File: src/optical_irq_map.svh
`ifndef OPTICAL_IRQ_MAP_SVH
`define OPTICAL_IRQ_MAP_SVH

// Register offsets
`define OFS_STATUS_PRI      8'h00
`define OFS_STATUS_SEC      8'h01
`define OFS_ENABLE_PRI      8'h02
`define OFS_ENABLE_SEC      8'h03

// Primary status and enable bit positions, and the secondary auth bit
`define BIT_ALMOST_FULL     7
`define BIT_DATA_READY      6
`define BIT_AMBIENT_OVF     5
`define BIT_PROXIMITY       4
`define BIT_LED_NONCOMP     3
`define BIT_TEMP_READY      2
`define BIT_POWER_READY     0
`define BIT_AUTH_DONE       0

// Reset values
`define RST_STATUS          8'h00
`define RST_ENABLE          8'h00

// Proximity decision scale, pilot rate and clock frequency
`define PROX_SCALE          2048
`define PILOT_RATE_HZ       8
`define CLOCK_HZ            250000000

`endif

File: src/optical_irq_pkg.sv
package optical_irq_pkg;

	typedef enum logic [2:0] {
		ACQ_IDLE   = 3'b001,
		ACQ_PILOT  = 3'b010,
		ACQ_NORMAL = 3'b100
	} acq_state_t;

	typedef logic [7:0] reg8_t;

endpackage

File: src/optical_sensor_interrupt_flags.sv
// The plain strobed port was left to the implementer.
`timescale 1ns/100ps
`default_nettype none
`include "optical_irq_map.svh"

module optical_sensor_interrupt_flags
	import optical_irq_pkg::*;
#(
	parameter int unsigned ADC_W    = 19,
	parameter int unsigned THRESH_W = 8,
	parameter int unsigned CLK_HZ   = `CLOCK_HZ,
	parameter int unsigned PILOT_HZ = `PILOT_RATE_HZ
) (
	// Clock and reset
	input  wire logic                REF_CLK,
	input  wire logic                RESET_N,
	// Register port
	input  wire logic [7:0]          REG_ADDR,
	input  wire logic [7:0]          REG_WDATA,
	input  wire logic                REG_WR,
	input  wire logic                REG_RD,
	output logic      [7:0]          REG_RDATA,
	// Event sources from the acquisition core
	input  wire logic                AMBIENT_LIMIT,
	input  wire logic                SAMPLE_END,
	input  wire logic                LED_NONCOMPLIANT,
	input  wire logic                TEMP_DONE,
	input  wire logic                TEMP_DATA_READ,
	input  wire logic                SUPPLY_UNDERVOLTAGE,
	input  wire logic                AUTH_DONE,
	input  wire logic                BUFFER_ALMOST_FULL,
	input  wire logic                BUFFER_PUSH,
	input  wire logic                SHUTDOWN_WRITE,
	// Proximity detection inputs
	input  wire logic                FIRST_SLOT_VALID,
	input  wire logic [ADC_W-1:0]    FIRST_SLOT_RESULT,
	input  wire logic [THRESH_W-1:0] PROXIMITY_THRESHOLD,
	// Acquisition control
	output logic                     SEQUENCE_START,
	output logic                     PILOT_MODE,
	output logic                     PILOT_SAMPLE_TICK,
	output logic                     ALL_EXPOSURES,
	// Interrupt
	output logic                     IRQ
);

	localparam int unsigned PILOT_DIV = CLK_HZ / PILOT_HZ;
	localparam int unsigned DIV_W     = $clog2(PILOT_DIV);
	localparam int unsigned PROD_W    = THRESH_W + 12;

	////////////////////////////////////////////////////////////////////////
	reg8_t      status_pri_q;
	reg8_t      status_sec_q;
	reg8_t      enable_pri_q;
	reg8_t      enable_sec_q;
	reg8_t      rdata_q;
	acq_state_t state_q;
	acq_state_t state_d;
	logic [DIV_W-1:0] div_q;
	logic       prox_en;
	logic       rd_pri;
	logic       rd_sec;
	logic       prox_event;
	logic       near_hit;
	logic [PROD_W-1:0] limit;

	assign prox_en = enable_pri_q[`BIT_PROXIMITY];
	assign rd_pri  = REG_RD && (REG_ADDR == `OFS_STATUS_PRI);
	assign rd_sec  = REG_RD && (REG_ADDR == `OFS_STATUS_SEC);

	////////////////////////////////////////////////////////////////////////
	// Enable registers
	always_ff @(posedge REF_CLK or negedge RESET_N) begin
		if (!RESET_N) begin
			enable_pri_q <= `RST_ENABLE;
			enable_sec_q <= `RST_ENABLE;
		end else if (REG_WR) begin
			if (REG_ADDR == `OFS_ENABLE_PRI)
				enable_pri_q <= REG_WDATA & 8'hfc;
			if (REG_ADDR == `OFS_ENABLE_SEC)
				enable_sec_q <= REG_WDATA & 8'h01;
		end
	end

	////////////////////////////////////////////////////////////////////////
	// Proximity decision: result below threshold scaled by 2048
	assign limit    = PROD_W'(PROXIMITY_THRESHOLD) * PROD_W'(`PROX_SCALE);
	assign near_hit = (PROD_W'(FIRST_SLOT_RESULT) < limit);

	always_comb begin
		state_d = state_q;
		unique case (state_q)
			ACQ_IDLE: begin
				if (prox_en && FIRST_SLOT_VALID)
					state_d = near_hit ? ACQ_PILOT : ACQ_NORMAL;
			end
			ACQ_PILOT: begin
				if (FIRST_SLOT_VALID && !near_hit)
					state_d = ACQ_NORMAL;
			end
			ACQ_NORMAL: begin
				if (FIRST_SLOT_VALID && near_hit)
					state_d = ACQ_PILOT;
			end
			default: state_d = ACQ_IDLE;
		endcase
		if (!prox_en)
			state_d = ACQ_IDLE;
	end

	// Mode changes only while proximity is enabled, so disabling silences the event
	assign prox_event = prox_en && (state_d != state_q) && (state_d != ACQ_IDLE);

	always_ff @(posedge REF_CLK or negedge RESET_N) begin
		if (!RESET_N)
			state_q <= ACQ_IDLE;
		else
			state_q <= state_d;
	end

	////////////////////////////////////////////////////////////////////////
	// Acquisition control outputs
	always_ff @(posedge REF_CLK or negedge RESET_N) begin
		if (!RESET_N) begin
			SEQUENCE_START <= 1'b0;
			PILOT_MODE     <= 1'b0;
			ALL_EXPOSURES  <= 1'b0;
		end else begin
			// Without proximity the full sequence runs straight away
			SEQUENCE_START <= !prox_en || (state_d == ACQ_NORMAL);
			PILOT_MODE     <= (state_d == ACQ_PILOT);
			ALL_EXPOSURES  <= !prox_en || (state_d == ACQ_NORMAL);
		end
	end

	// Pilot sampling tick from a divider held at zero outside pilot mode, one cycle per period
	always_ff @(posedge REF_CLK or negedge RESET_N) begin
		if (!RESET_N) begin
			div_q             <= '0;
			PILOT_SAMPLE_TICK <= 1'b0;
		end else if (state_q != ACQ_PILOT) begin
			div_q             <= '0;
			PILOT_SAMPLE_TICK <= 1'b0;
		end else if (div_q == DIV_W'(PILOT_DIV - 1)) begin
			div_q             <= '0;
			PILOT_SAMPLE_TICK <= 1'b1;
		end else begin
			div_q             <= div_q + 1'b1;
			PILOT_SAMPLE_TICK <= 1'b0;
		end
	end

	////////////////////////////////////////////////////////////////////////
	// Primary status: set wins over clear in the same cycle
	always_ff @(posedge REF_CLK or negedge RESET_N) begin
		if (!RESET_N) begin
			status_pri_q <= `RST_STATUS;
		end else begin
			if (rd_pri)
				status_pri_q <= `RST_STATUS;
			if (TEMP_DATA_READ)
				status_pri_q[`BIT_TEMP_READY] <= 1'b0;
			if (SHUTDOWN_WRITE)
				status_pri_q[`BIT_POWER_READY] <= 1'b0;
			if (BUFFER_ALMOST_FULL)
				status_pri_q[`BIT_ALMOST_FULL] <= 1'b1;
			if (BUFFER_PUSH)
				status_pri_q[`BIT_DATA_READY] <= 1'b1;
			if (AMBIENT_LIMIT)
				status_pri_q[`BIT_AMBIENT_OVF] <= 1'b1;
			if (prox_event)
				status_pri_q[`BIT_PROXIMITY] <= 1'b1;
			if (SAMPLE_END && LED_NONCOMPLIANT && enable_pri_q[`BIT_LED_NONCOMP])
				status_pri_q[`BIT_LED_NONCOMP] <= 1'b1;
			if (TEMP_DONE)
				status_pri_q[`BIT_TEMP_READY] <= 1'b1;
			// Soft reset has no path here; only the supply monitor sets it
			if (SUPPLY_UNDERVOLTAGE)
				status_pri_q[`BIT_POWER_READY] <= 1'b1;
		end
	end

	// Secondary status
	always_ff @(posedge REF_CLK or negedge RESET_N) begin
		if (!RESET_N)
			status_sec_q <= `RST_STATUS;
		else if (AUTH_DONE)
			status_sec_q[`BIT_AUTH_DONE] <= 1'b1;
		else if (rd_sec)
			status_sec_q <= `RST_STATUS;
	end

	////////////////////////////////////////////////////////////////////////
	// Read data, one cycle after the strobe; unmapped reads return zero
	always_ff @(posedge REF_CLK or negedge RESET_N) begin
		if (!RESET_N)
			rdata_q <= 8'h00;
		else if (REG_RD) begin
			unique case (REG_ADDR)
				`OFS_STATUS_PRI: rdata_q <= status_pri_q;
				`OFS_STATUS_SEC: rdata_q <= status_sec_q;
				`OFS_ENABLE_PRI: rdata_q <= enable_pri_q;
				`OFS_ENABLE_SEC: rdata_q <= enable_sec_q;
				default:         rdata_q <= 8'h00;
			endcase
		end else
			rdata_q <= 8'h00;
	end
	assign REG_RDATA = rdata_q;

	// Power flag has no enable bit, so it never raises the request line
	always_ff @(posedge REF_CLK or negedge RESET_N) begin
		if (!RESET_N)
			IRQ <= 1'b0;
		else
			IRQ <= |(status_pri_q & enable_pri_q) | |(status_sec_q & enable_sec_q);
	end

endmodule
`default_nettype wire

File: config.mk
export PLATFORM = sky130hd
export DESIGN_NAME = optical_sensor_interrupt_flags
export DESIGN_NICKNAME = d
export VERILOG_FILES = /design/src/optical_irq_pkg.sv /design/src/optical_sensor_interrupt_flags.sv
export VERILOG_INCLUDE_DIRS = /design/src
export SDC_FILE = /design/constraint.sdc
export NUM_CORES = 1
export LEC_CHECK = 0
export ABC_AREA = 1
export BUFFER_PORTS_ARGS = -buffer_cell sky130_fd_sc_hd__buf_2
export CAP_MARGIN = 5
export CORE_AREA = 10 10 80 89
export CTS_CLUSTER_DIAMETER = 120
export DETAILED_ROUTE_END_ITERATION = 7
export DIE_AREA = 0 0 90 99
export PLACE_DENSITY = 0.83
export SLEW_MARGIN = 40
export SYNTH_ARGS = -nofsm -noshare
export SYNTH_HDL_FRONTEND = slang
export SYNTH_SLANG_ARGS = --single-unit
export TNS_END_PERCENT = 30
File: constraint.sdc
create_clock -name REF_CLK -period 2.81 [get_ports REF_CLK]
set_input_delay 0.281 -clock REF_CLK [delete_from_list [all_inputs] [get_ports REF_CLK]]
set_output_delay 0.281 -clock REF_CLK [all_outputs]
set_load 0.01 [all_outputs]
; Yosys cells after proc, flatten, opt, wreduce, memory -nomap -nowiden
; Cells that the tools add are included.
[classes]
n_addsub = 1
multipliers = 0
div_mod_pow = 0
order_cmp = 1
eq_ne = 12
n_shift = 0
n_mux = 24
bitwise = 3
n_reduce_logical = 25
[ops]
columns = op, count
row1 = $mux W25, 2
row2 = $pmux W8 S4, 1
row3 = $add A25 B1 Y25 const B, 1
row4 = $eq A25 B25 Y1 const B, 1
row5 = $lt A19 B19 Y1, 1
row6 = $eq A8 B2 Y1 const B, 2
row7 = $mux W8, 2
row8 = $reduce_or A8 Y1, 2
row9 = $mux W3, 5
row10 = $mux W1, 13
row11 = $reduce_bool A2 Y1, 6
row12 = $logic_and A1 B1 Y1, 9
row13 = $pmux W3 S3, 1
row14 = $and A8 B8 Y8, 1
row15 = $eq A8 B1 Y1 const B, 1
row16 = $logic_not A8 Y1, 1
row17 = $eq A3 B2 Y1 const B, 2
row18 = $eq A3 B3 Y1 const B, 2
row19 = $reduce_bool A3 Y1, 2
row20 = $reduce_and A2 Y1, 2
row21 = $eq A3 B1 Y1 const B, 1
row22 = $ne A3 B1 Y1 const B, 1
row23 = $ne A3 B2 Y1 const B, 1
row24 = $ne A3 B3 Y1, 1
row25 = other kinds (4), 5
[totals]
ff_bits = 55
latchBits = 0
mem_bits_rw = 0
rom_bits = 0
output_inout_bits = 13
elab_cells = 83
mem_count = 0

; Logic depth before layout (Yosys ltp)
[logic_depth]
word_depth = 10
mapped_depth = 14

; Worst setup path before layout
; OpenSTA, ideal clock, no wires.
[synth_path]
path_type = register -> register
startpoint = register div_q[0]
endpoint = register div_q[14]
setup_ps = 121
t_arrival_ps = 1466
slack_ps = 1223
path_stages_with_launch = 10
n_path_buf = 0
synth_period_minus_slack_ps = 1587
path_cell_list = dfrtp_1 -> ha_1 -> nand2_1 -> nor2_2 -> nand2_4 -> nor2_4 -> inv_2 -> nor3_4 -> nand2_1 -> nor3b_2
[synth_between]
elab_chain_cells = 3
elab_cells_between_ends = 4
cone_classes = 1 x add/sub / 1 x eq/ne / 2 x mux
[synth_rtl]
columns = item, line
row1 = from (decl), optical_sensor_interrupt_flags.sv:59  ; logic [DIV_W-1:0] div_q;
row2 = from (signal assigned), optical_sensor_interrupt_flags.sv:148  ; div_q <= div_q + 1'b1;
row3 = $add A25 B1 Y25 / $eq A25 B25 Y1 (equally long branches), "optical_sensor_interrupt_flags.sv:148, optical_sensor_interrupt_flags.sv:144"
row4 = $mux W25 (*), optical_sensor_interrupt_flags.sv:144  ; end else if (div_q == DIV_W'(PILOT_DIV - 1)) begin
row5 = $mux W25 (*), optical_sensor_interrupt_flags.sv:141  ; end else if (state_q != ACQ_PILOT) begin
; Mark *: on every way between the ends. The rest lies on a longest branch, timed or not.
; A chain may end at the register's enable or synchronous reset.

; Final worst setup path
[layout_path]
startpoint = register state_q[2]
endpoint = register status_pri_q[4]
[layout_between]
elab_chain_cells = 7
elab_cells_between_ends = 14
cone_classes = 5 x eq/ne / 6 x mux / 3 x reduce/logical
[layout_rtl]
columns = item, line
row1 = from (decl), optical_sensor_interrupt_flags.sv:57  ; acq_state_t state_q;
row2 = from (signal assigned), optical_sensor_interrupt_flags.sv:118  ; state_q <= state_d;
row3 = "$eq A3 B3 Y1, or another cell as far along", optical_sensor_interrupt_flags.sv:92  ; unique case (state_q)
row4 = $pmux W3 S3, optical_sensor_interrupt_flags.sv:92
row5 = $mux W3, optical_sensor_interrupt_flags.sv:107  ; if (!prox_en)
row6 = $ne A3 B3 Y1, optical_sensor_interrupt_flags.sv:112  ; assign prox_event = prox_en && (state_d != state_q) && (state_d != ACQ_IDLE);
row7 = $logic_and A1 B1 Y1, optical_sensor_interrupt_flags.sv:112
row8 = $logic_and A1 B1 Y1 (*), optical_sensor_interrupt_flags.sv:112
row9 = $mux W1 / $reduce_bool A2 Y1 (equally long branches), n/a
row10 = to (signal assigned), optical_sensor_interrupt_flags.sv:157  ; status_pri_q <= `RST_STATUS;
row11 = to (signal assigned), optical_sensor_interrupt_flags.sv:160  ; status_pri_q <= `RST_STATUS;
row12 = to (decl), optical_sensor_interrupt_flags.sv:52  ; reg8_t status_pri_q;
; Marked as above.

==> results.cfg <==
[timing]
max_freq_mhz = 508
period_share_pct = 70.1
relSlewSlack_pct = 51.4
tightestPinTransition_ps = 723
final.setup.tns_ps = 0
skew_ps = 8.14
setup-violations-final = 0
maxSlewViolCount = 0
min_period_ps = 1970
rsz0062_at_grt = false
hold_viol = 0
whs_ps = 145

[detailed_routing]
detail_route.first_pass.iterations = 4
drt_iter0_markers = 139
finalWirelength_um = 6690
vias = 2578
ant_nets = 0
post-route-drc-count = 0
viasPerCell = 5.25
wire_per_inst_um = 13.6

[global_routing]
grt_pass1_wl_um = 11600
grt_pass1_vias = 2624
grt_start_max_net_pins = 37
grt_usage_pct = 15.2
antenna_found_initial = 0
global_route.overflow_total = 0

[clock_network]
clock_path_buffers = 2
clock_tree.root_cell = clkbuf_8
clk_pin_slew_worst_paths_ps = 90
htree_levels = 2
cts_buffers = 5
cts_resized = 0
clkLatencyLatePin_ps = 310
cts_tree = built
cts_sinks = 54

[cells_and_area]
antennaDiodeCount = 0
nFillCells = 453
regArea_sq_mm = 0.00135
syn_to_final_growth_pct = 16.4
layout_commonest_cell = nand2_1
layout.nets = 481
fin_area_sq_mm = 0.00347
drive_above_1_share_pct = 23.6
multi_input_area_sq_mm = 0.00141
final_cell_mix = nand2_1 (69), buf_2 (56), dfrtp_1 (53)

[hold_path]
hold_path.startpoint = AUTH_DONE
holdPathEnd = status_sec_q[0]
hold_path_depth = 2
hold_class = primary input to register

[logic_synthesis]
synthXorXnorAreaFrac_pct = 2.06
netlist_instances = 353
async_reset_ff_share_pct = 100
synth-simple-area-share_pct = 32.3
yosys_register_bits = 54
ys_types = 41
synth_edf_count = 0
muxShareOfSynthArea_pct = 2.64
yosysWarnings = 0
syn_avg_cell_area_sq_um = 8.45
synthTopCellsByArea = dfrtp_1 (44%), nand2_1 (8.7%), inv_1 (5.7%), nor2_1 (5.0%), ha_1 (3.4%)
yosys.area.top_type = dfrtp_1
synth_fa_ha_area_share_pct = 3.36
synth_top_area_share_pct = 44.5
synth_top_family_by_area = simple AND/OR/NAND/NOR gates
synthesis.area_sq_mm = 0.00298
synth_compound_area_share_pct = 6.92
yosysSeqAreaShare_pct = 45.3
ys.flop_type = dfrtp_1
syn_nets = 419

[power_and_ir_drop]
p_total_mw = 1.44
leakagePower_nw = 1.65
power.density_mw_per_mm2 = 415
vdd_drop_max_mv = 0.388

[setup_path]
r2r_slack_ps = 840
cp_data_arrival_time_ps = 2170
worstPathMaxFanout = 12
r2r-start = state_q[2]
crit_required_ps = 3010
worstRegToRegCells = 9
critPathLaunchType = register
crit_type = register to register
critPathCaptureType = register
reg2reg_to = status_pri_q[4]

[status]
status = complete, no violations

[run]
cap_viol_max_count = 0

[floorplan]
die_x_um = 90
io_pins = 71
rows = 28
die_area_sq_mm = 0.00891
die_h_um = 99
start_util_pct = 56.4
core_sq_mm = 0.00529

[place]
place.port_buffers = 57
postPlaceCellArea_sq_mm = 0.00335
gp_congestion = 0.910
dp_hpwl_um = 5280
-- synthesized netlist by cell type (2+ instances only) --
| master | instances |
|---|---|
| dfrtp_1 | 53 |
| nor3b_1 | 7 |
| a31o_2 | 2 |
| nand4_1 | 16 |
| a21oi_1 | 15 |
| nor2_1 | 40 |
| nor2_2 | 4 |
| nand2_1 | 69 |
| nor3_1 | 17 |
| xor2_1 | 7 |
| o211ai_1 | 2 |
| nor4_4 | 2 |
| ha_1 | 8 |
| inv_1 | 45 |
| inv_2 | 3 |
| nor3_2 | 2 |
| mux2_2 | 7 |
| a21o_1 | 4 |
| nor4_1 | 6 |
| nand2_2 | 3 |
| buf_4 | 3 |
| nor3_4 | 2 |
| nand3_1 | 18 |
-- critical path, cell delays in order (launching register included) --
cell and delay [ps]:
dfrtp_1 420, inv_1 120, nand3_1 360, nand3_1 200
nand2_1 60, a21oi_1 220, xor2_1 180, nand3_1 90
o21bai_1 160, nand2_1 60
-- flip-flops by register name, indices dropped and copies added (netlist names) --
name / flops
div_q: 25
REG_RDATA: 7
IRQ: 1
enable_pri_q: 6
ALL_EXPOSURES: 1
PILOT_SAMPLE_TICK: 1
status_pri_q: 7
PILOT_MODE: 1
enable_sec_q: 1
status_sec_q: 1
state_q: 3
-- how the worst max path moves through the flow --
stage	endpoint	startpoint	cells after the start	slack [ps]
finish	status_pri_q[4]	state_q[2]	9	840
global route	status_pri_q[4]	state_q[2]	9	700
CTS	status_pri_q[4]	state_q[2]	9	870
detailed placement	status_pri_q[4]	state_q[2]	9	940
global placement	div_q[12]	div_q[0]	6	1010
floorplan	div_q[14]	div_q[0]	9	1220
-- per-stage QoR --
stage | instances | utilization, % | setup slack (ps)
3_3_place_gp | 482 | 63.2 | 1010
4_1_cts | 490 | 65.4 | 868
6_report | 491 | 65.6 | 841
3_5_place_dp | 482 | 63.2 | 940
2_1_floorplan | 353 | - | 1220
5_1_grt | 491 | 65.6 | 697
-- final cells by class --
class / count / share of cell area (%)
clock buffer: 5 / 1.98
clock inverter: 3 / 1.30
inverter: 49 / 5.33
multi-input combinational: 245 / 40.7
sequential: 54 / 39.0
tap: 75 / 2.70
timing repair buffer: 60 / 9.01
-- kinds of logic (layout without fill, tap and decap cells) --
family	Yosys count	after routing
adders and majority gates	8	8
muxes	7	7
xor gates and xnor gates	7	7
DFF	54	54
buffers and inverters	54	117
other	1	1
AOI/OAI and AO/OA	31	31
and+or+nand+nor	191	191
-- power by group --
part	switching [mW]	internal [mW]	total [mW]
registers	0.0122	0.792	0.804
logic	0.0637	0.0552	0.119
clock network	0.251	0.265	0.516
-- per-layer routing --
layer / up-vias / track usage [%] / share of wire (%)
met3: 12 / 3.26 / 3.5
li1: 1292 / - / -
met2: 51 / 29.0 / 53
met5: - / 0 / 0
met1: 1223 / 16.3 / 41
met4: 0 / 4.78 / 1.7
-- what timing repair did --
action / CTS / global route
hold buffers: 0 / 1
hold endpoints to repair: 0 / 34
buffers inserted: 0 / 0
No activity file was read; power rests on OpenSTA's default activity.
